`config.mk`:
```
export PLATFORM = sky130hd
export DESIGN_NAME = pmp_guard_unit
export DESIGN_NICKNAME = d
export VERILOG_FILES = /design/src/logic/pmp_pkg.sv /design/src/logic/pmp_region_dec.sv /design/src/logic/pmp_guard_unit.sv
export SDC_FILE = /design/constraint.sdc
export NUM_CORES = 1
export LEC_CHECK = 0
export BUFFER_PORTS_ARGS = -buffer_cell sky130_fd_sc_hd__buf_2
export CAP_MARGIN = 20
export CORE_MARGIN = 4
export CORE_UTILIZATION = 30
export DETAILED_ROUTE_END_ITERATION = 6
export GPL_TIMING_DRIVEN = 1
export HOLD_SLACK_MARGIN = 0.03
export PLACE_DENSITY = 0.55
export SYNTH_ARGS = -nofsm -noshare
export SYNTH_HDL_FRONTEND = slang
export SYNTH_SLANG_ARGS = --single-unit
```
`constraint.sdc`:
```
create_clock -name clk -period 2.9 [get_ports clk]
set_input_delay 0.29 -clock clk [delete_from_list [all_inputs] [get_ports clk]]
set_output_delay 0.29 -clock clk [all_outputs]
set_load 0.05 [all_outputs]
```
`src/logic/pmp_pkg.sv`:
```
// Operation
// - boot block of 2 or 4 KB plus two binary blocks, three guards each.
// - table accesses may address any program location, subject to guards.
// - table reads of the identification address return the id value.
// - config words are table readable and writable unless write guarded.
// - in normal execution block read guards do not restrict table access.
// - programmer access to a block is refused while its read guard is 0.
// - table writes into a block whose write guard is 0 are dropped.
// - cross block read guard 0 still lets code inside that block read it.
// - cross block read guard 0 makes reads by outside code return zeros.
// - writes change guard bits only from one to zero, never back.
// - guard bits return to one only by chip erase or block erase; here rst_n also reloads every guard to one.
// - chip and block erase are accepted only from the programming port.
// - the config write guard decides whether table writes may change config words.
// - in normal execution the config write guard bit is read only.
// - eight user id locations, open to table and programmer access.
// - user id locations stay readable while program blocks are protected.
package pmp_pkg;

  // ----------------------------------------------------------------
  // address map
  // ----------------------------------------------------------------
  typedef logic [21:0] pmp_addr_t;
  localparam pmp_addr_t BOOT_END_SMALL = 22'h0007ff;
  localparam pmp_addr_t BOOT_END_BIG = 22'h000fff;
  localparam pmp_addr_t BLK0_END = 22'h001fff;
  localparam pmp_addr_t BLK1_END = 22'h003fff;
  localparam pmp_addr_t ID_BASE = 22'h200000;
  localparam pmp_addr_t ID_END = 22'h200007;
  localparam pmp_addr_t CFG_BASE = 22'h300000;
  localparam pmp_addr_t CFG_END = 22'h30000d;
  localparam pmp_addr_t DEVID_LO = 22'h3ffffe;
  localparam pmp_addr_t DEVID_HI = 22'h3fffff;

  // guard byte offsets within the configuration space
  localparam logic [3:0] OFF_RD_LO = 4'h8;
  localparam logic [3:0] OFF_RD_HI = 4'h9;
  localparam logic [3:0] OFF_WR_LO = 4'ha;
  localparam logic [3:0] OFF_WR_HI = 4'hb;
  localparam logic [3:0] OFF_XRD_LO = 4'hc;
  localparam logic [3:0] OFF_XRD_HI = 4'hd;
  // bit positions inside the high guard bytes
  localparam int POS_BOOT = 6;
  localparam int POS_CFG = 5;

  // block indices: 0 and 1 are the binary blocks, 2 the boot block
  localparam logic [1:0] IDX_BLK0 = 2'h0;
  localparam logic [1:0] IDX_BLK1 = 2'h1;
  localparam logic [1:0] IDX_BOOT = 2'h2;

  // ----------------------------------------------------------------
  // types
  // ----------------------------------------------------------------
  typedef enum logic [2:0] {
    RG_BOOT, RG_BLK0, RG_BLK1, RG_ID, RG_CFG, RG_DEVID, RG_NONE
  } pmp_region_t;

  typedef enum logic [1:0] {
    SRC_ZERO, SRC_FLASH, SRC_DEVID, SRC_GUARD
  } pmp_src_t;

  typedef struct packed {
    logic [2:0] rd;
    logic [2:0] wr;
    logic [2:0] xrd;
    logic cfg_wr;
  } pmp_guard_t;

  typedef struct packed {
    logic we;
    pmp_addr_t addr;
    logic [7:0] data;
  } pmp_req_t;

  // erased state: every guard released
  localparam pmp_guard_t GUARD_RST = 10'h3ff;

  // ----------------------------------------------------------------
  // helpers
  // ----------------------------------------------------------------
  function automatic logic pmp_is_mem(input pmp_region_t r);
    return (r == RG_BOOT) || (r == RG_BLK0) || (r == RG_BLK1);
  endfunction

  function automatic logic [1:0] pmp_blk_idx(input pmp_region_t r);
    case (r)
      RG_BLK0: return IDX_BLK0;
      RG_BLK1: return IDX_BLK1;
      default: return IDX_BOOT;
    endcase
  endfunction

  function automatic logic [7:0] pmp_guard_byte(input pmp_guard_t g,
                                                input logic [3:0] off);
    logic [7:0] b;
    b = 8'h00;
    case (off)
      OFF_RD_LO: b[1:0] = g.rd[1:0];
      OFF_RD_HI: b[POS_BOOT] = g.rd[2];
      OFF_WR_LO: b[1:0] = g.wr[1:0];
      OFF_WR_HI: begin
        b[POS_BOOT] = g.wr[2];
        b[POS_CFG] = g.cfg_wr;
      end
      OFF_XRD_LO: b[1:0] = g.xrd[1:0];
      OFF_XRD_HI: b[POS_BOOT] = g.xrd[2];
      default: b = 8'h00;
    endcase
    return b;
  endfunction

  // and-merge: a written one never raises a cleared guard
  function automatic pmp_guard_t pmp_guard_write(input pmp_guard_t g,
                                                 input logic [3:0] off,
                                                 input logic [7:0] d,
                                                 input logic ext);
    pmp_guard_t n;
    n = g;
    case (off)
      OFF_RD_LO: n.rd[1:0] = g.rd[1:0] & d[1:0];
      OFF_RD_HI: n.rd[2] = g.rd[2] & d[POS_BOOT];
      OFF_WR_LO: n.wr[1:0] = g.wr[1:0] & d[1:0];
      OFF_WR_HI: begin
        n.wr[2] = g.wr[2] & d[POS_BOOT];
        if (ext) begin
          n.cfg_wr = g.cfg_wr & d[POS_CFG];
        end
      end
      OFF_XRD_LO: n.xrd[1:0] = g.xrd[1:0] & d[1:0];
      OFF_XRD_HI: n.xrd[2] = g.xrd[2] & d[POS_BOOT];
      default: n = g;
    endcase
    return n;
  endfunction

endpackage

```
`src/logic/pmp_region_dec.sv`:
```
module pmp_region_dec
  import pmp_pkg::*;
(
  // address in
  input wire pmp_addr_t addr,
  input wire logic boot_big,
  // decoded region
  output pmp_region_t region
);

  pmp_addr_t boot_end;
  assign boot_end = boot_big ? BOOT_END_BIG : BOOT_END_SMALL;

  // unimplemented space falls through to none and reads as zero
  always_comb begin
    if (addr <= boot_end) begin
      region = RG_BOOT;
    end else if (addr <= BLK0_END) begin
      region = RG_BLK0;
    end else if (addr <= BLK1_END) begin
      region = RG_BLK1;
    end else if (addr >= ID_BASE && addr <= ID_END) begin
      region = RG_ID;
    end else if (addr >= CFG_BASE && addr <= CFG_END) begin
      region = RG_CFG;
    end else if (addr >= DEVID_LO && addr <= DEVID_HI) begin
      region = RG_DEVID;
    end else begin
      region = RG_NONE;
    end
  end

endmodule

```
`src/logic/pmp_guard_unit.sv`:
```
module pmp_guard_unit
  import pmp_pkg::*;
#(
  // identification value, arbitrary
  parameter logic [15:0] DEV_ID = 16'h5a3c
) (
  // clock and reset
  input wire logic clk,
  input wire logic rst_n,
  // static configuration
  input wire logic boot_big,
  // processor table access
  input wire logic tbl_req,
  input wire pmp_req_t tbl,
  input wire pmp_addr_t tbl_pc,
  output logic tbl_ack,
  output logic [7:0] tbl_rdata,
  // external programmer
  input wire logic prog_mode,
  input wire logic prog_req,
  input wire pmp_req_t prog,
  input wire logic prog_chip_erase,
  input wire logic prog_blk_erase,
  input wire logic [1:0] prog_erase_sel,
  output logic prog_ack,
  output logic [7:0] prog_rdata,
  output logic prog_refused,
  // flash array
  output logic flash_rd,
  output logic flash_wr,
  output pmp_addr_t flash_addr,
  output logic [7:0] flash_wdata,
  output logic flash_erase_chip,
  output logic flash_erase_blk,
  output logic [1:0] flash_erase_sel,
  input wire logic [7:0] flash_rdata,
  // guard state
  output pmp_guard_t guard
);

  // ----------------------------------------------------------------
  // request select and decode
  // ----------------------------------------------------------------
  // the processor is held off while the programmer owns the part
  pmp_req_t rq;
  logic act;
  pmp_region_t tgt_rg;
  pmp_region_t src_rg;
  logic [1:0] idx;
  logic mem;
  logic same_blk;
  logic is_guard;
  logic er_chip;
  logic er_blk;

  assign rq = prog_mode ? prog : tbl;
  assign act = prog_mode ? prog_req : tbl_req;

  pmp_region_dec u_tgt_dec (
    .addr(rq.addr),
    .boot_big(boot_big),
    .region(tgt_rg)
  );

  pmp_region_dec u_src_dec (
    .addr(tbl_pc),
    .boot_big(boot_big),
    .region(src_rg)
  );

  assign idx = pmp_blk_idx(tgt_rg);
  assign mem = pmp_is_mem(tgt_rg);
  assign same_blk = (src_rg == tgt_rg);
  assign is_guard = (tgt_rg == RG_CFG) && (rq.addr[3:0] >= OFF_RD_LO);
  assign er_chip = prog_mode && prog_chip_erase;
  assign er_blk = prog_mode && prog_blk_erase && (prog_erase_sel <= IDX_BOOT);

  // ----------------------------------------------------------------
  // access decision
  // ----------------------------------------------------------------
  logic next_rd;
  logic next_wr;
  logic next_gwr;
  logic next_refused;
  pmp_src_t next_src;

  always_comb begin
    next_rd = 1'b0;
    next_wr = 1'b0;
    next_gwr = 1'b0;
    next_refused = 1'b0;
    next_src = SRC_ZERO;
    if (act) begin
      case (tgt_rg)
        RG_BOOT, RG_BLK0, RG_BLK1: begin
          if (prog_mode) begin
            if (!guard.rd[idx]) begin
              next_refused = 1'b1;
            end else if (rq.we) begin
              next_wr = 1'b1;
            end else begin
              next_rd = 1'b1;
              next_src = SRC_FLASH;
            end
          end else if (rq.we) begin
            // read guard is not consulted here
            next_wr = guard.wr[idx];
          end else if (guard.xrd[idx] || same_blk) begin
            next_rd = 1'b1;
            next_src = SRC_FLASH;
          end
          // otherwise the answer stays zero
        end
        RG_ID: begin
          next_wr = rq.we;
          next_rd = !rq.we;
          next_src = rq.we ? SRC_ZERO : SRC_FLASH;
        end
        RG_CFG: begin
          if (rq.we) begin
            if (prog_mode || guard.cfg_wr) begin
              next_gwr = is_guard;
              next_wr = !is_guard;
            end
          end else begin
            next_rd = !is_guard;
            next_src = is_guard ? SRC_GUARD : SRC_FLASH;
          end
        end
        RG_DEVID: begin
          next_src = rq.we ? SRC_ZERO : SRC_DEVID;
        end
        default: begin
          next_src = SRC_ZERO;
        end
      endcase
    end
  end

  // ----------------------------------------------------------------
  // guard bits
  // ----------------------------------------------------------------
  // erase wins over a write in the same cycle
  always_ff @(posedge clk or negedge rst_n) begin
    if (!rst_n) begin
      guard <= GUARD_RST;
    end else if (er_chip) begin
      guard <= GUARD_RST;
    end else if (er_blk) begin
      guard.rd[prog_erase_sel] <= 1'b1;
      guard.wr[prog_erase_sel] <= 1'b1;
      guard.xrd[prog_erase_sel] <= 1'b1;
    end else if (next_gwr) begin
      // config write guard only moves from the programmer side
      guard <= pmp_guard_write(guard, rq.addr[3:0], rq.data,
                               prog_mode);
    end
  end

  // ----------------------------------------------------------------
  // stage 1: flash strobes
  // ----------------------------------------------------------------
  logic s1_valid;
  logic s1_prog;
  logic s1_refused;
  logic s1_hi;
  pmp_src_t s1_src;
  logic [7:0] s1_gbyte;

  always_ff @(posedge clk or negedge rst_n) begin
    if (!rst_n) begin
      flash_rd <= 1'b0;
      flash_wr <= 1'b0;
      flash_addr <= '0;
      flash_wdata <= 8'h00;
      flash_erase_chip <= 1'b0;
      flash_erase_blk <= 1'b0;
      flash_erase_sel <= 2'h0;
    end else begin
      flash_rd <= next_rd;
      flash_wr <= next_wr;
      flash_addr <= rq.addr;
      flash_wdata <= rq.data;
      flash_erase_chip <= er_chip;
      flash_erase_blk <= er_blk;
      flash_erase_sel <= prog_erase_sel;
    end
  end

  always_ff @(posedge clk or negedge rst_n) begin
    if (!rst_n) begin
      s1_valid <= 1'b0;
      s1_prog <= 1'b0;
      s1_refused <= 1'b0;
      s1_hi <= 1'b0;
      s1_src <= SRC_ZERO;
      s1_gbyte <= 8'h00;
    end else begin
      s1_valid <= act;
      s1_prog <= prog_mode;
      s1_refused <= next_refused;
      s1_hi <= rq.addr[0];
      s1_src <= next_src;
      s1_gbyte <= pmp_guard_byte(guard, rq.addr[3:0]);
    end
  end

  // ----------------------------------------------------------------
  // stage 2: answer
  // ----------------------------------------------------------------
  // every access, blocked or not, answers two cycles on; a refused programmer access also raises prog_refused
  logic [7:0] ans;

  always_comb begin
    case (s1_src)
      SRC_FLASH: ans = flash_rdata;
      SRC_DEVID: ans = s1_hi ? DEV_ID[15:8] : DEV_ID[7:0];
      SRC_GUARD: ans = s1_gbyte;
      default: ans = 8'h00;
    endcase
  end

  always_ff @(posedge clk or negedge rst_n) begin
    if (!rst_n) begin
      tbl_ack <= 1'b0;
      tbl_rdata <= 8'h00;
      prog_ack <= 1'b0;
      prog_rdata <= 8'h00;
      prog_refused <= 1'b0;
    end else begin
      tbl_ack <= s1_valid && !s1_prog;
      prog_ack <= s1_valid && s1_prog;
      prog_refused <= s1_valid && s1_prog && s1_refused;
      if (s1_valid && !s1_prog) begin
        tbl_rdata <= ans;
      end
      if (s1_valid && s1_prog) begin
        prog_rdata <= ans;
      end
    end
  end

  // ----------------------------------------------------------------
  // assertions
  // ----------------------------------------------------------------
  logic cpu_rd;
  logic cpu_wr;
  logic prg_rd;
  assign cpu_rd = act && !prog_mode && !rq.we;
  assign cpu_wr = act && !prog_mode && rq.we;
  assign prg_rd = act && prog_mode && !rq.we;

  xrd_zero_a: assert property (@(posedge clk) disable iff (!rst_n)
    (cpu_rd && mem && !guard.xrd[idx] && !same_blk)
      |=> !flash_rd ##1 (tbl_ack && tbl_rdata == 8'h00))
    else $error("cross block read did not return zero");

  same_blk_a: assert property (@(posedge clk) disable iff (!rst_n)
    (cpu_rd && mem && same_blk) |=> flash_rd ##1 tbl_ack)
    else $error("same block read was not passed to flash");

  wr_block_a: assert property (@(posedge clk) disable iff (!rst_n)
    (cpu_wr && mem && !guard.wr[idx]) |=> !flash_wr ##1 tbl_ack)
    else $error("write into guarded block reached flash");

  prog_refuse_a: assert property (@(posedge clk)
    disable iff (!rst_n) (act && prog_mode && mem && !guard.rd[idx])
      |=> (!flash_rd && !flash_wr) ##1 (prog_ack && prog_refused))
    else $error("programmer access to guarded block not refused");

  one_way_a: assert property (@(posedge clk) disable iff (!rst_n)
    !(er_chip || er_blk) |=> ((guard & ~$past(guard)) == '0))
    else $error("guard bit rose without an erase");

  cfg_ro_a: assert property (@(posedge clk) disable iff (!rst_n)
    !prog_mode |=> $stable(guard.cfg_wr))
    else $error("config write guard changed in normal execution");

  erase_port_a: assert property (@(posedge clk)
    disable iff (!rst_n) !prog_mode |=> !(flash_erase_chip || flash_erase_blk))
    else $error("erase issued outside programming mode");

  devid_read_a: assert property (@(posedge clk) disable iff (!rst_n)
    (cpu_rd && tgt_rg == RG_DEVID)
      |-> ##2 (tbl_ack && tbl_rdata == ($past(rq.addr[0], 2) ?
                                        DEV_ID[15:8] : DEV_ID[7:0])))
    else $error("identification read returned wrong value");

  id_read_a: assert property (@(posedge clk) disable iff (!rst_n)
    (prg_rd && tgt_rg == RG_ID) |=> flash_rd ##1 !prog_refused)
    else $error("id location read blocked");

  cfg_wr_a: assert property (@(posedge clk) disable iff (!rst_n)
    (cpu_wr && tgt_rg == RG_CFG && !guard.cfg_wr)
      |=> (!flash_wr && $stable(guard)))
    else $error("config write passed while write guarded");

endmodule

```
; ---- Word level (Yosys, flattened, before mapping)
; Cells that the tools add are included.
[op_classes]
n_addsub = 0
mul = 0
div_mod_pow = 0
n_lt_le_gt_ge = 23
n_eq_ne = 16
n_shift = 0
muxes = 75
bitwise = 10
reduce_logical = 38
[ops]
columns = cell, n
row1 = 22-bit greater-or-equal comparator (second input constant), 6
row2 = 22-bit <= comparator (second input constant), 6
row3 = 22-bit by 13-bit <= comparator with 1-bit output (second input constant), 2
row4 = 22-bit by 14-bit <= comparator with 1-bit output (second input constant), 2
row5 = 22-bit <= comparator, 2
row6 = 1-bit 2-to-1 mux, 38
row7 = 31-bit 2-to-1 mux, 1
row8 = 3-bit 2-to-1 mux, 10
row9 = 4-bit == test (second input constant), 6
row10 = 8-bit one-hot mux with 3 select lines, 1
row11 = 3-bit nonzero test, 7
row12 = 10-bit 2-to-1 mux, 2
row13 = 2-bit 2-to-1 mux, 10
row14 = 1-bit logical AND, 14
row15 = 12-bit 2-to-1 mux, 1
row16 = 2-bit AND reduction, 6
row17 = 9-bit 2-to-1 mux, 1
row18 = 3-bit OR, 3
row19 = 1-bit one-hot mux with 3 select lines, 3
row20 = 2-bit one-hot mux with 4 select lines, 1
row21 = 7-bit 2-to-1 mux, 1
row22 = 2-bit bitwise AND, 3
row23 = 1-bit binary-select mux with 2-bit select, 3
row24 = 3-bit by 2-bit == test with 1-bit output (second input constant), 2
row25 = 20 further kinds, 31
[totals]
register_bits = 75
latchBits = 0
ramBits = 0
romBits = 0
inputBits = 102
out_inout_bits = 65
word_cells = 187
mem_count = 0

; ---- Depth between registers and ports, before layout
; Gate-level depths: netlist (run 1).
[depth]
word_depth = 19
depth_mapped = 14
depth_no_buf = 10

; ---- Cells and area by module
; A second synthesis (run 1) with hierarchy kept.
[hier_totals]
hier_cells = 354
area_unflattened_um2 = 3694.8
[modules_own_cells]
columns = module, instances, cells_each, area_each_um2
row1 = pmp_guard_unit, 1, 290, 3281.9
row2 = pmp_region_dec, 2, 32, 206.4

; ---- Worst setup path before layout (run 1)
; OpenSTA, ideal clock, no wires.
[synth_path]
kind = input-to-reg
start = input port prog_mode
end = register flash_wr
arrival_ns = 2.961
t_required_ns = 2.781
slack_ns = -0.180
stages = 14
path_buffers = 5
cell_sequence = buf_4 buf_4 buf_4 buf_4 clkbuf_1 a21o_1 ha_1 nand2_1 a2111oi_4 or3_1 mux2_2 o211a_1 a2bb2oi_1 o21a_1
[synth_rtl]
columns = item, line
row1 = from (decl), pmp_guard_unit.sv:19  ; input wire logic prog_mode,
row2 = to (signal assigned), pmp_guard_unit.sv:181  ; flash_wr <= next_wr;
row3 = to (decl), pmp_guard_unit.sv:30  ; output logic flash_wr,

; ---- Worst setup path after layout (run 1)
[layout_path]
start = input port prog_mode
end = register guard[8] (netlist name)
[layout_between]
elab_chain_cells = 17
[layout_lines]
columns = item, line
row1 = 31-bit 2-to-1 mux, pmp_guard_unit.sv:56  ; assign rq = prog_mode ? prog : tbl;
row2 = 22-bit greater-or-equal comparator / 22-bit <= comparator (equally long branches), pmp_region_dec.sv:26  ; end else if (addr >= DEVID_LO && addr <= DEVID_HI) begin
row3 = 1-bit logical AND, pmp_region_dec.sv:26
row4 = 2-bit 2-to-1 mux, pmp_region_dec.sv:26
row5 = 3-bit 2-to-1 mux, pmp_region_dec.sv:24  ; end else if (addr >= CFG_BASE && addr <= CFG_END) begin
row6 = 3-bit 2-to-1 mux, pmp_region_dec.sv:22  ; end else if (addr >= ID_BASE && addr <= ID_END) begin
row7 = 3-bit 2-to-1 mux, pmp_region_dec.sv:20  ; end else if (addr <= BLK1_END) begin
row8 = 3-bit 2-to-1 mux, pmp_region_dec.sv:18  ; end else if (addr <= BLK0_END) begin
row9 = 3-bit 2-to-1 mux, pmp_region_dec.sv:16  ; if (addr <= boot_end) begin
row10 = 3-bit == test, "pmp_guard_unit.sv:74, pmp_guard_unit.sv:94"
row11 = 1-bit logical AND, pmp_guard_unit.sv:74  ; assign is_guard = (tgt_rg == RG_CFG) && (rq.addr[3:0] >= OFF_RD_LO);
row12 = 1-bit 2-to-1 mux, pmp_guard_unit.sv:121  ; if (prog_mode || guard.cfg_wr) begin
row13 = 1-bit 2-to-1 mux, pmp_guard_unit.sv:120  ; if (rq.we) begin
row14 = 1-bit 2-to-1 mux, pmp_guard_unit.sv:94  ; case (tgt_rg)
row15 = 1-bit 2-to-1 mux, pmp_guard_unit.sv:93  ; if (act) begin
row16 = 3-bit nonzero test (no source line), n/a
row17 = 2-bit AND reduction (no source line), n/a
row18 = to (signal assigned), pmp_guard_unit.sv:155  ; guard <= pmp_guard_write(guard, rq.addr[3:0], rq.data,
row19 = to (decl), pmp_guard_unit.sv:38  ; output pmp_guard_t guard
; Parallel ways exist; a longest one is shown, timed or not. The select of a mux whose other input is x is not followed.
; A chain may end at the register's enable or synchronous reset.

==> results.yml, run 1 <==
global_route:
  grt_first_pass_wirelength_mm: 18.2
  use_met1: 0.209
  grt_max_degree: 75
  busiest_layer: "met2"
  grtUsageMet2: 0.261
  antenna_found_initial: 0
  grt_usage: 0.159
  grt_pass1_vias: 3553
  grt_remaining_overflow: 0
  grtUsageMet3: 0.0391
floorplan:
  die_area_um2: 14300
  core_area_um2: 12100
  die_x_um: 120
  start_util: 0.308
  row_count: 40
  fp.dieH_um: 120
  io_pins: 167
place:
  dpl-instance-area_um2: 4820
  hpwlAfterDp_mm: 9.06
  dp.cells: 708
  io_buffers: 166
  place.gp.congestion: 0.816
detailed_routing:
  drt_pass1_iterations: 4
  drt_iter0_drc: 226
  drc: 0
  vias: 3470
  via_per_inst: 4.79
  wl_per_cell_um: 15.6
  ant_nets: 0
  wl_mm: 11.3
setup_path:
  worstReg2RegEnd: "guard[8]"
  reg2regPathDepth: 5
  slowest_stage: "nor4b_4"
  cp_data_required_time_ns: 3.14
  cp-end-kind: "flip-flop"
  startpoint_type: "primary input"
  cp_num_buf_inv: 4
  critical_path.max_fanout: 13
  crit_family: "simple AND/OR/NAND/NOR gates"
  cp_slowest_stage_delay_ns: 0.51
  reg2reg_from: "guard[0]"
  path_cells: "buf_2, buf_4, buf_4, and3_1, nor2_1, a2111oi_4, inv_1, nor4b_4, a21oi_1, o21ai_0, nand2_1"
  path_class: "primary input to flip-flop"
  cp_common_cell: "buf_4"
  crit_arrival_ns: 2.66
  rrSetupSlack_ns: 1.34
pwr:
  switching_power_mw: 0.874
  power_leakage_nw: 2.48
  combPwrFrac: 0.196
  seqPwrFrac: 0.390
  clockPowerShare: 0.414
  powerDensity_nw_per_um2: 571
  netSwitchingFraction: 0.298
  vdd_ir_drop_max_mv: 0.234
  p_int_mw: 2.06
  finalPower_mw: 2.94
clock_network:
  holdBufCountCts: 0
  cts_root_buffer: "clkbuf_16"
  cts_buffer_depth: 2
  cts_resized: 0
  cts_tree: "yes"
  numCtsBuffers: 9
  clk_latency_ns: 0.33
  path_clk_slew_ns: 0.06
  cts.sink_count: 74
  htree_num_levels: 3
  cts_setup_buffers: 0
synth:
  synth-edff-count: 0
  synth.cell_area_um2: 3730
  syn_nets: 476
  synth_top_flop_cell: "dfrtp_1"
  ys_ff_latch: 74
  synth_top_area_share: 0.429
  yosysUniqueCellTypes: 48
  netlist_top_cells_area: "dfrtp_1 43%, mux2_2 7.8%, dfstp_2 7.0%"
  async_flop_share: 1.00
  synth.largest_area_cell: "dfrtp_1"
  ys_seq_area_frac: 0.500
  synth_cells: 372
  ys_warn_count: 0
  syn_area_per_cell_um2: 10.0
sta:
  grt_setup_unrepaired: "false"
  worstMarginPinSlew_ns: 0.927
  period_minus_slack_ns: 2.42
  tns_ns: 0
  max_freq_mhz: 414
  setup_viol: 0
  maxSlewViolCount: 0
  skew_ns: 0.00656
  hold_violations: 0
  fin_crit_sh: 0.833
  slew_headroom: 0.382
cells_and_area:
  fillers: 1230
  stdcell_count: 724
  final_core_util: 0.425
  design_area_um2: 5140
  area_growth_pct: 37.9
  antenna_cells: 0
  drive_gt1_frac: 0.426
  nets: 655
worst_hold_path:
  hold_class: "primary input to async pin"
run:
  maxCapViolCount: 0
status:
  status: "finished clean"
-- per-layer routing --
metal  part of all wire  vias up  routed length [um]
met1               0.45     1636                5070
met3              0.059       12                 672
li1                   -     1708                   -
met2               0.48      114                5400
met4              0.014        0                 163
met5                  0        -                   0
-- flip-flops by register name, indices dropped and copies added (netlist names) --
| signal | count |
|---|---|
| flash_wr | 1 |
| flash_rd | 1 |
| s1_src | 2 |
| flash_addr | 22 |
| s1_gbyte | 4 |
| prog_refused | 1 |
| s1_refused | 1 |
| tbl_rdata | 8 |
| flash_wdata | 8 |
| flash_erase_chip | 1 |
| guard | 10 |
| prog_ack | 1 |
| flash_erase_sel | 2 |
| s1_prog | 1 |
| s1_valid | 1 |
| flash_erase_blk | 1 |
| tbl_ack | 1 |
| prog_rdata | 8 |
-- metrics by stage --
stage,setup slack (ns),hold WS (ns)
6_report,0.485,0.0918
5_1_grt,0.177,0.105
4_1_cts,0.531,0.0959
3_5_place_dp,0.164,0.448
3_3_place_gp,0.231,0.446
2_1_floorplan,0.0296,-0.00559
-- power groups by stage --
stage          clock network (mW)  registers, mW  logic, mW
3_5_place_dp                    0           1.16      0.579
2_1_floorplan                   0           1.35      0.169
3_3_place_gp                    0           1.16      0.576
5_1_grt                      1.30           1.15      0.623
6_report                     1.22           1.15      0.575
4_1_cts                      1.26           1.15      0.581
-- synthesized netlist by cell type (2+ instances only) --
cell and instances:
a211oi_1 3, and3_1 6, a2111oi_4 2, mux2i_1 6, a22oi_1 4, nand3b_1 3, nor4_1 7, a221oi_1 2
a21oi_1 14, nor3b_1 3, o211a_1 2, nand4_1 8, and2_1 3, inv_1 16, a21o_1 7, nor2_1 23
dfrtp_1 64, nand3_1 15, or4_1 3, nor3_1 10, dfstp_2 10, or3_1 3, clkbuf_1 6, nor2b_1 5
nand2b_1 8, nand2_1 48, a222oi_1 3, ha_1 2, and3b_1 3, a31oi_1 2, buf_4 5, mux2_2 26
o21ai_0 34, nand4b_1 2
-- cell usage in the layout, fill, tap and decap left out, drive strengths merged, types with 3 or more instances in the layout --
cell type and instances:
nor4 7, nand2b 8, a211oi 3, a21oi 14
a2111oi 3, nand4 8, or3 4, nand3b 3
clkbuf 10, or4 3, dfrtp 64, and2 3
a222oi 3, nand3 15, nand2 48, dfstp 10
and3 6, nor3b 3, and3b 3, nor2b 5
a21o 7, mux2 26, buf 179, mux2i 6
o21ai 34, inv 17, nor3 10, a22oi 4
nor2 23
-- how the worst max path moves through the flow --
stage | startpoint | endpoint | slack (ns) | cells after the start
2_1_floorplan | prog_mode | flash_wr | 0.03 | 14
3_3_place_gp | prog[25] | guard[8] | 0.23 | 10
3_5_place_dp | prog[25] | guard[6] | 0.16 | 10
4_1_cts | prog_mode | guard[1] | 0.53 | 11
5_1_grt | tbl[27] | guard[1] | 0.18 | 9
6_report | prog_mode | guard[8] | 0.48 | 11
-- cell type report --
| class | count | area [um^2] | share of cell area |
|---|---|---|---|
| timing repair buffer | 179 | 931 | 0.181 |
| multi-input combinational | 271 | 1750 | 0.340 |
| clock buffer | 10 | 239 | 0.0464 |
| tap | 168 | 210 | 0.0409 |
| inverter | 16 | 60.1 | 0.0117 |
| sequential | 74 | 1860 | 0.362 |
| clock inverter | 6 | 88.8 | 0.0173 |
-- kinds of logic (layout without fill, tap and decap cells) --
kind of cell | Yosys count | count (layout) | share of synthesized area
AOI/OAI and AO/OA | 83 | 83 | 0.152
DFF | 74 | 74 | 0.500
muxes | 32 | 32 | 0.0946
adders and majority gates | 2 | 2 | 0.00671
and+or+nand+nor | 153 | 153 | 0.213
buffers and inverters | 27 | 211 | 0.0322
xor gates and xnor gates | 1 | 1 | 0.00235
Note: power is estimated with default switching activity, not from simulation.
==> run 2, diff against run 1 <==
--- a/config.mk
+++ b/config.mk
@@ -5,6 +5,7 @@
 export SDC_FILE = /design/constraint.sdc
 export NUM_CORES = 1
 export LEC_CHECK = 0
+export ABC_AREA = 1
 export BUFFER_PORTS_ARGS = -buffer_cell sky130_fd_sc_hd__buf_2
 export CAP_MARGIN = 20
 export CORE_MARGIN = 4
@@ -12,7 +13,7 @@
 export DETAILED_ROUTE_END_ITERATION = 6
 export GPL_TIMING_DRIVEN = 1
 export HOLD_SLACK_MARGIN = 0.03
-export PLACE_DENSITY = 0.55
+export PLACE_DENSITY = 0.56
 export SYNTH_ARGS = -nofsm -noshare
 export SYNTH_HDL_FRONTEND = slang
 export SYNTH_SLANG_ARGS = --single-unit
==> constraint.sdc (replaced) <==
create_clock -name clk -period 2 [get_ports clk]
set_input_delay 0.2 -clock clk [delete_from_list [all_inputs] [get_ports clk]]
set_output_delay 0.2 -clock clk [all_outputs]
set_load 0.05 [all_outputs]
==> run 2 against run 1 <==
- clock power grew 34%
- critical path type unchanged
- count of clock-buffer cells in the layout down 1
- synthesized cell count is 56% higher
- largest cell class is now multi-input gates
- core utilization is 1.8 points higher
==> results.yml, run 2 <==
clock_network:
  cts_tree: "yes"
  cts_root_buffer: "clkbuf_16"
  clk_latency_ns: 0.33
  numCtsBuffers: 9
  path_clk_slew_ns: 0.06
  htree_num_levels: 3
  cts.sink_count: 74
  cts_buffer_depth: 2
setup_path:
  reg2reg_from: "guard[0]"
  startpoint_type: "primary input"
  cp-end-kind: "flip-flop"
  rrSetupSlack_ns: 0.46
  cp-startpoint: "prog_mode"
  worstReg2RegEnd: "guard[2]"
  cp_data_required_time_ns: 2.22
  path_class: "primary input to flip-flop"
  critical_path.max_fanout: 8
  crit_arrival_ns: 2.06
  crit_path_end: "flash_rd"
  reg2regPathDepth: 6
pwr:
  power_leakage_nw: 3.44
  vdd_ir_drop_max_mv: 0.420
  clockPowerShare: 0.378
  powerDensity_nw_per_um2: 705
  finalPower_mw: 4.34
  combPwrFrac: 0.240
  seqPwrFrac: 0.382
  switching_power_mw: 1.41
  netSwitchingFraction: 0.325
  p_int_mw: 2.93
synth:
  syn_area_per_cell_um2: 7.35
  synth_top_area_share: 0.376
  synth.cell_area_um2: 4260
  ys_seq_area_frac: 0.438
  synth_top_flop_cell: "dfrtp_1"
  synth_cells: 579
  synth-edff-count: 0
  ys_warn_count: 0
  netlist_top_cells_area: "dfrtp_1 38%, nand2_1 19%, inv_1 6.3%"
  async_flop_share: 1.00
  synth.largest_area_cell: "dfrtp_1"
  yosysUniqueCellTypes: 38
  syn_nets: 683
  synth_commonest_cells: "211 x nand2_1, 71 x inv_1, 64 x dfrtp_1, 59 x nor2_1, 39 x nand3_1"
  synthMostInstantiatedCell: "nand2_1"
  ys_ff_latch: 74
cells_and_area:
  nets: 915
  final_common_cell: "nand2_1"
  area_growth_pct: 44.4
  largest_reg_flops: 22
  design_area_um2: 6150
  drive_gt1_frac: 0.388
  top_register: "flash_addr"
  stdcell_count: 996
  antenna_cells: 0
  reg.largest.list: "flash_addr x22, guard x10"
  final_cell_mix: "208 x nand2_1, 164 x buf_2, 71 x inv_1"
global_route:
  grt_first_pass_wirelength_mm: 20.9
  grt_remaining_overflow: 0
  grt_max_degree: 37
  grt_usage: 0.160
  antenna_found_initial: 0
  grt_pass1_vias: 4366
place:
  hpwlAfterDp_mm: 10.5
  place.gp.congestion: 0.857
  place_ws_ns: -0.199
  dp.cells: 975
  dpl-instance-area_um2: 5730
  io_buffers: 166
detailed_routing:
  drt_pass1_iterations: 4
  wl_per_cell_um: 13.1
  wl_mm: 13.0
  via_per_inst: 4.34
  drc: 0
  drt_iter0_drc: 208
  vias: 4318
  ant_nets: 0
floorplan:
  start_util: 0.307
  row_count: 43
  die_x_um: 127
  die_area_um2: 16200
  fp.dieH_um: 127
  io_pins: 167
  core_area_um2: 13900
sta:
  worstMarginPinSlew_ns: 0.487
  fin_ws_ns: 0.159
  skew_ns: 0.00486
  grt_setup_unrepaired: "false"
  slew_headroom: 0.674
  max_freq_mhz: 543
  maxSlewViolCount: 0
  fin_crit_sh: 0.921
  setup_viol: 0
  period_minus_slack_ns: 1.84
  tns_ns: 0
  hold_violations: 0
worst_hold_path:
  whs_path_depth: 3
  hold_class: "primary input to flip-flop"
run:
  maxCapViolCount: 0
status:
  status: "finished clean"
## run 2: cell count changes after synthesis, sizes merged, moves of 7 or more
cell	before	now
o21ai	34	23
a21o	7	0
nand2	48	239
nor2	23	70
nand3	15	44
nand2b	8	0
inv	16	73
mux2	26	0
## run 2: worst min-delay path by stage
stage,from,to,slack (ns)
6_report,tbl[7],flash_wdata[7],0.06
5_1_grt,tbl[3],flash_wdata[3],0.05
4_1_cts,tbl[3],flash_wdata[3],0.05
3_5_place_dp,rst_n,flash_addr[7],0.20
3_3_place_gp,rst_n,flash_addr[7],0.20
2_1_floorplan,rst_n,flash_addr[0],-0.1
## run 2: area by class of cell
class / count / area, um^2
Clock inverter: 7 / 75.1
Fill cell: 1443 / 7730
Tap cell: 180 / 225
Inverter: 73 / 277
Timing Repair Buffer: 233 / 1420
Clock buffer: 9 / 225
Multi-Input combinational cell: 420 / 2060
Sequential cell: 74 / 1860
## run 2: timing repair
action	4_1_cts	5_1_grt
hold endpoints to repair	31	0
setup endpoints to repair	0	4
hold buffers	2	0
buffers inserted	0	1
resized for setup	0	11
## run 2: power groups by stage
stage          Combinational [mW]  Clock (mW)  Sequential (mW)
2_1_floorplan               0.320           0             1.96
3_3_place_gp                 1.03           0             1.68
3_5_place_dp                 1.03           0             1.69
4_1_cts                      1.03        1.69             1.66
5_1_grt                      1.14        1.75             1.67
6_report                     1.04        1.64             1.66
## run 2: worst max-delay path: stages
cell	delay (ns)
buf_6	0.12
inv_4	0.07
buf_12	0.14
nand2_2	0.05
nand2_2	0.07
ha_1	0.27
nand2_1	0.05
nor2_1	0.11
nand2_1	0.06
nor2_1	0.11
o21ai_2	0.10
nand2_4	0.09
nand2_4	0.06
nand2_4	0.07
nor2_2	0.03
nor2_1	0.11
nand2_1	0.06
nand3_1	0.10
nand2_1	0.08
nand2_2	0.07
a21oi_2	0.03
## run 2: logic make-up after synthesis
family,count (synthesis),share of synthesized area
muxes,1,0.00235
AOI/OAI and AO/OA,41,0.0541
DFF,74,0.438
adders and majority gates,2,0.00588
buffers and inverters,85,0.0867
and+or+nand+nor,376,0.413
## run 2: routing by layer
| metal | track usage | share of wire |
|---|---|---|
| met3 | 0.0334 | 0.054 |
| met1 | 0.203 | 0.45 |
| met5 | 0 | 0 |
| met4 | 0.0549 | 0.013 |
| met2 | 0.273 | 0.48 |
## run 2: metrics by stage
stage	util	hold WS (ns)
2_1_floorplan	-	-0.0956
3_3_place_gp	0.413	0.202
3_5_place_dp	0.413	0.202
4_1_cts	0.436	0.0467
5_1_grt	0.443	0.0535
6_report	0.443	0.0615
==> run 3, diff against run 2 <==
--- a/config.mk
+++ b/config.mk
@@ -13,7 +13,7 @@
 export DETAILED_ROUTE_END_ITERATION = 6
 export GPL_TIMING_DRIVEN = 1
 export HOLD_SLACK_MARGIN = 0.03
-export PLACE_DENSITY = 0.56
+export PLACE_DENSITY = 0.54
 export SYNTH_ARGS = -nofsm -noshare
 export SYNTH_HDL_FRONTEND = slang
 export SYNTH_SLANG_ARGS = --single-unit
==> constraint.sdc (replaced) <==
create_clock -name clk -period 2.2 [get_ports clk]
set_input_delay 0.22 -clock clk [delete_from_list [all_inputs] [get_ports clk]]
set_output_delay 0.22 -clock clk [all_outputs]
set_load 0.05 [all_outputs]
==> run 3 against run 2 <==
- sequential cell count is the same
- critical path type unchanged
- design area shrank 4.5%
- worst setup slack gained 0.10 ns
- critical endpoint unchanged
- sequential power shrank 9.6%
- non-clock buffer count shrank 32
- count of clock-buffer cells in the layout grew 1
- largest cell class unchanged
==> results.yml, run 3 (synthesis results as in run 2) <==
status:
  status: "finished clean"
global_route:
  grt_usage: 0.159
  grt_remaining_overflow: 0
  grt_pass1_vias: 4261
  grt_first_pass_wirelength_mm: 20.6
  grt_max_degree: 49
  antenna_found_initial: 0
sta:
  max_freq_mhz: 516
  worstMarginPinSlew_ns: 0.651
  fin_crit_sh: 0.881
  slew_headroom: 0.566
  maxSlewViolCount: 0
  grt_setup_unrepaired: "false"
  hold_violations: 0
  setup_viol: 0
  skew_ns: 0.00530
  period_minus_slack_ns: 1.94
place:
  place.gp.congestion: 0.847
  io_buffers: 166
  hpwlAfterDp_mm: 10.3
  dp.cells: 946
  dpl-instance-area_um2: 5510
pwr:
  combPwrFrac: 0.217
  powerDensity_nw_per_um2: 689
  switching_power_mw: 1.28
  seqPwrFrac: 0.372
  vdd_ir_drop_max_mv: 0.338
  power_leakage_nw: 3.28
  clockPowerShare: 0.411
  netSwitchingFraction: 0.317
  p_int_mw: 2.76
  finalPower_mw: 4.04
cells_and_area:
  final_cell_mix: "211 x nand2_1, 165 x buf_2, 71 x inv_1"
  seq_area_um2: 1860
  final_common_cell: "nand2_1"
  area_growth_pct: 37.9
  nets: 883
  fillers: 1431
  multi_input_area_um2: 2030
  largest_reg_flops: 22
  stdcell_count: 964
  top_register: "flash_addr"
  reg.largest.list: "flash_addr x22, guard x10"
  design_area_um2: 5870
  antenna_cells: 0
  drive_gt1_frac: 0.355
floorplan:
  start_util: 0.307
  die_area_um2: 16200
  row_count: 43
  die_x_um: 127
  core_area_um2: 13900
  fp.dieH_um: 127
  io_pins: 167
clock_network:
  cts_buffer_depth: 2
  cts_setup_buffers: 0
  htree_num_levels: 3
  cts.sink_count: 74
  numCtsBuffers: 9
  clk_latency_ns: 0.33
  cts_root_buffer: "clkbuf_16"
  path_clk_slew_ns: 0.06
  cts_tree: "yes"
setup_path:
  path_class: "primary input to flip-flop"
  crit_arrival_ns: 2.16
  cp_data_required_time_ns: 2.42
  startpoint_type: "primary input"
  cp-end-kind: "flip-flop"
  critical_path.max_fanout: 7
run:
  maxCapViolCount: 0
detailed_routing:
  wl_per_cell_um: 13.2
  drc: 0
  vias: 4259
  via_per_inst: 4.42
  ant_nets: 0
  wl_mm: 12.7
  drt_iter0_drc: 291
  drt_pass1_iterations: 4
worst_hold_path:
  hold_class: "primary input to flip-flop"
## run 3: path summary, 6_finish.rpt
check | start | endpoint | slack, ns | depth (start not counted)
setup / recovery | prog_mode | flash_rd | 0.26 | 19
hold / removal | prog_erase_sel[1] | flash_erase_sel[1] | 0.08 | 1
setup reg to reg | guard[0] | guard[7] | 0.65 | 5
hold reg to reg | tbl_rdata[1] | tbl_rdata[1] | 0.48 | 2
max in group asynchronous | rst_n | prog_rdata[6] | 1.16 | 3
min in group asynchronous | rst_n | flash_addr[19] | 0.46 | 2
## run 3: final cells by class
| type | instances | share of cell area |
|---|---|---|
| repair buffers | 201 | 0.194 |
| flip-flops and latches | 74 | 0.318 |
| well taps | 180 | 0.0384 |
| multi-input cells | 420 | 0.345 |
| clock inverters | 6 | 0.0166 |
| inverters | 73 | 0.0471 |
| clock buffers | 10 | 0.0407 |
## run 3: stage by stage
step / hold WS, ns / util / setup WS, ns / setup TNS [ns]
floorplan: -0.0756 / - / 0.124 / 0
global placement: 0.289 / 0.397 / -0.0381 / -0.0736
detailed placement: 0.293 / 0.397 / -0.122 / -0.328
CTS: 0.0688 / 0.422 / 0.213 / 0
global route: 0.0776 / 0.423 / 0.00836 / 0
finish: 0.0797 / 0.423 / 0.261 / 0
## run 3: critical path, cell delays in order
cell and delay (ns):
buf_2 0.14, inv_4 0.09, buf_4 0.14, nand2_1 0.05
nand2_1 0.21, buf_4 0.17, nand2_1 0.04, nor2_1 0.16
nand2_1 0.10, nand3_2 0.10, nand2_4 0.07, nand2_4 0.08
nand2_4 0.06, nand2_1 0.06, nand3_1 0.12, nand3_1 0.15
nand2_1 0.06, nand2_1 0.08, a21oi_2 0.05
## run 3: per-layer routing
metal  GRT usage  up-vias  part of all wire
met1       0.206     1929              0.45
met3      0.0284       10             0.057
li1            -     2201                 -
met2       0.267      119              0.48
met4      0.0555        0             0.013
met5           0        -                 0
## run 3: power groups by stage
stage	sequential (mW)	combinational, mW	clock [mW]
final	1.50	0.877	1.66
after global routing	1.51	0.955	1.77
after CTS	1.50	0.888	1.71
after detailed placement	1.53	0.882	0
after global placement	1.53	0.878	0
after floorplan	1.78	0.289	0
## run 3: timing repair
action,CTS,global route
resized for setup,0,1
hold buffers,2,0
endpoints found under the setup margin,0,1
hold endpoints to repair,38,0
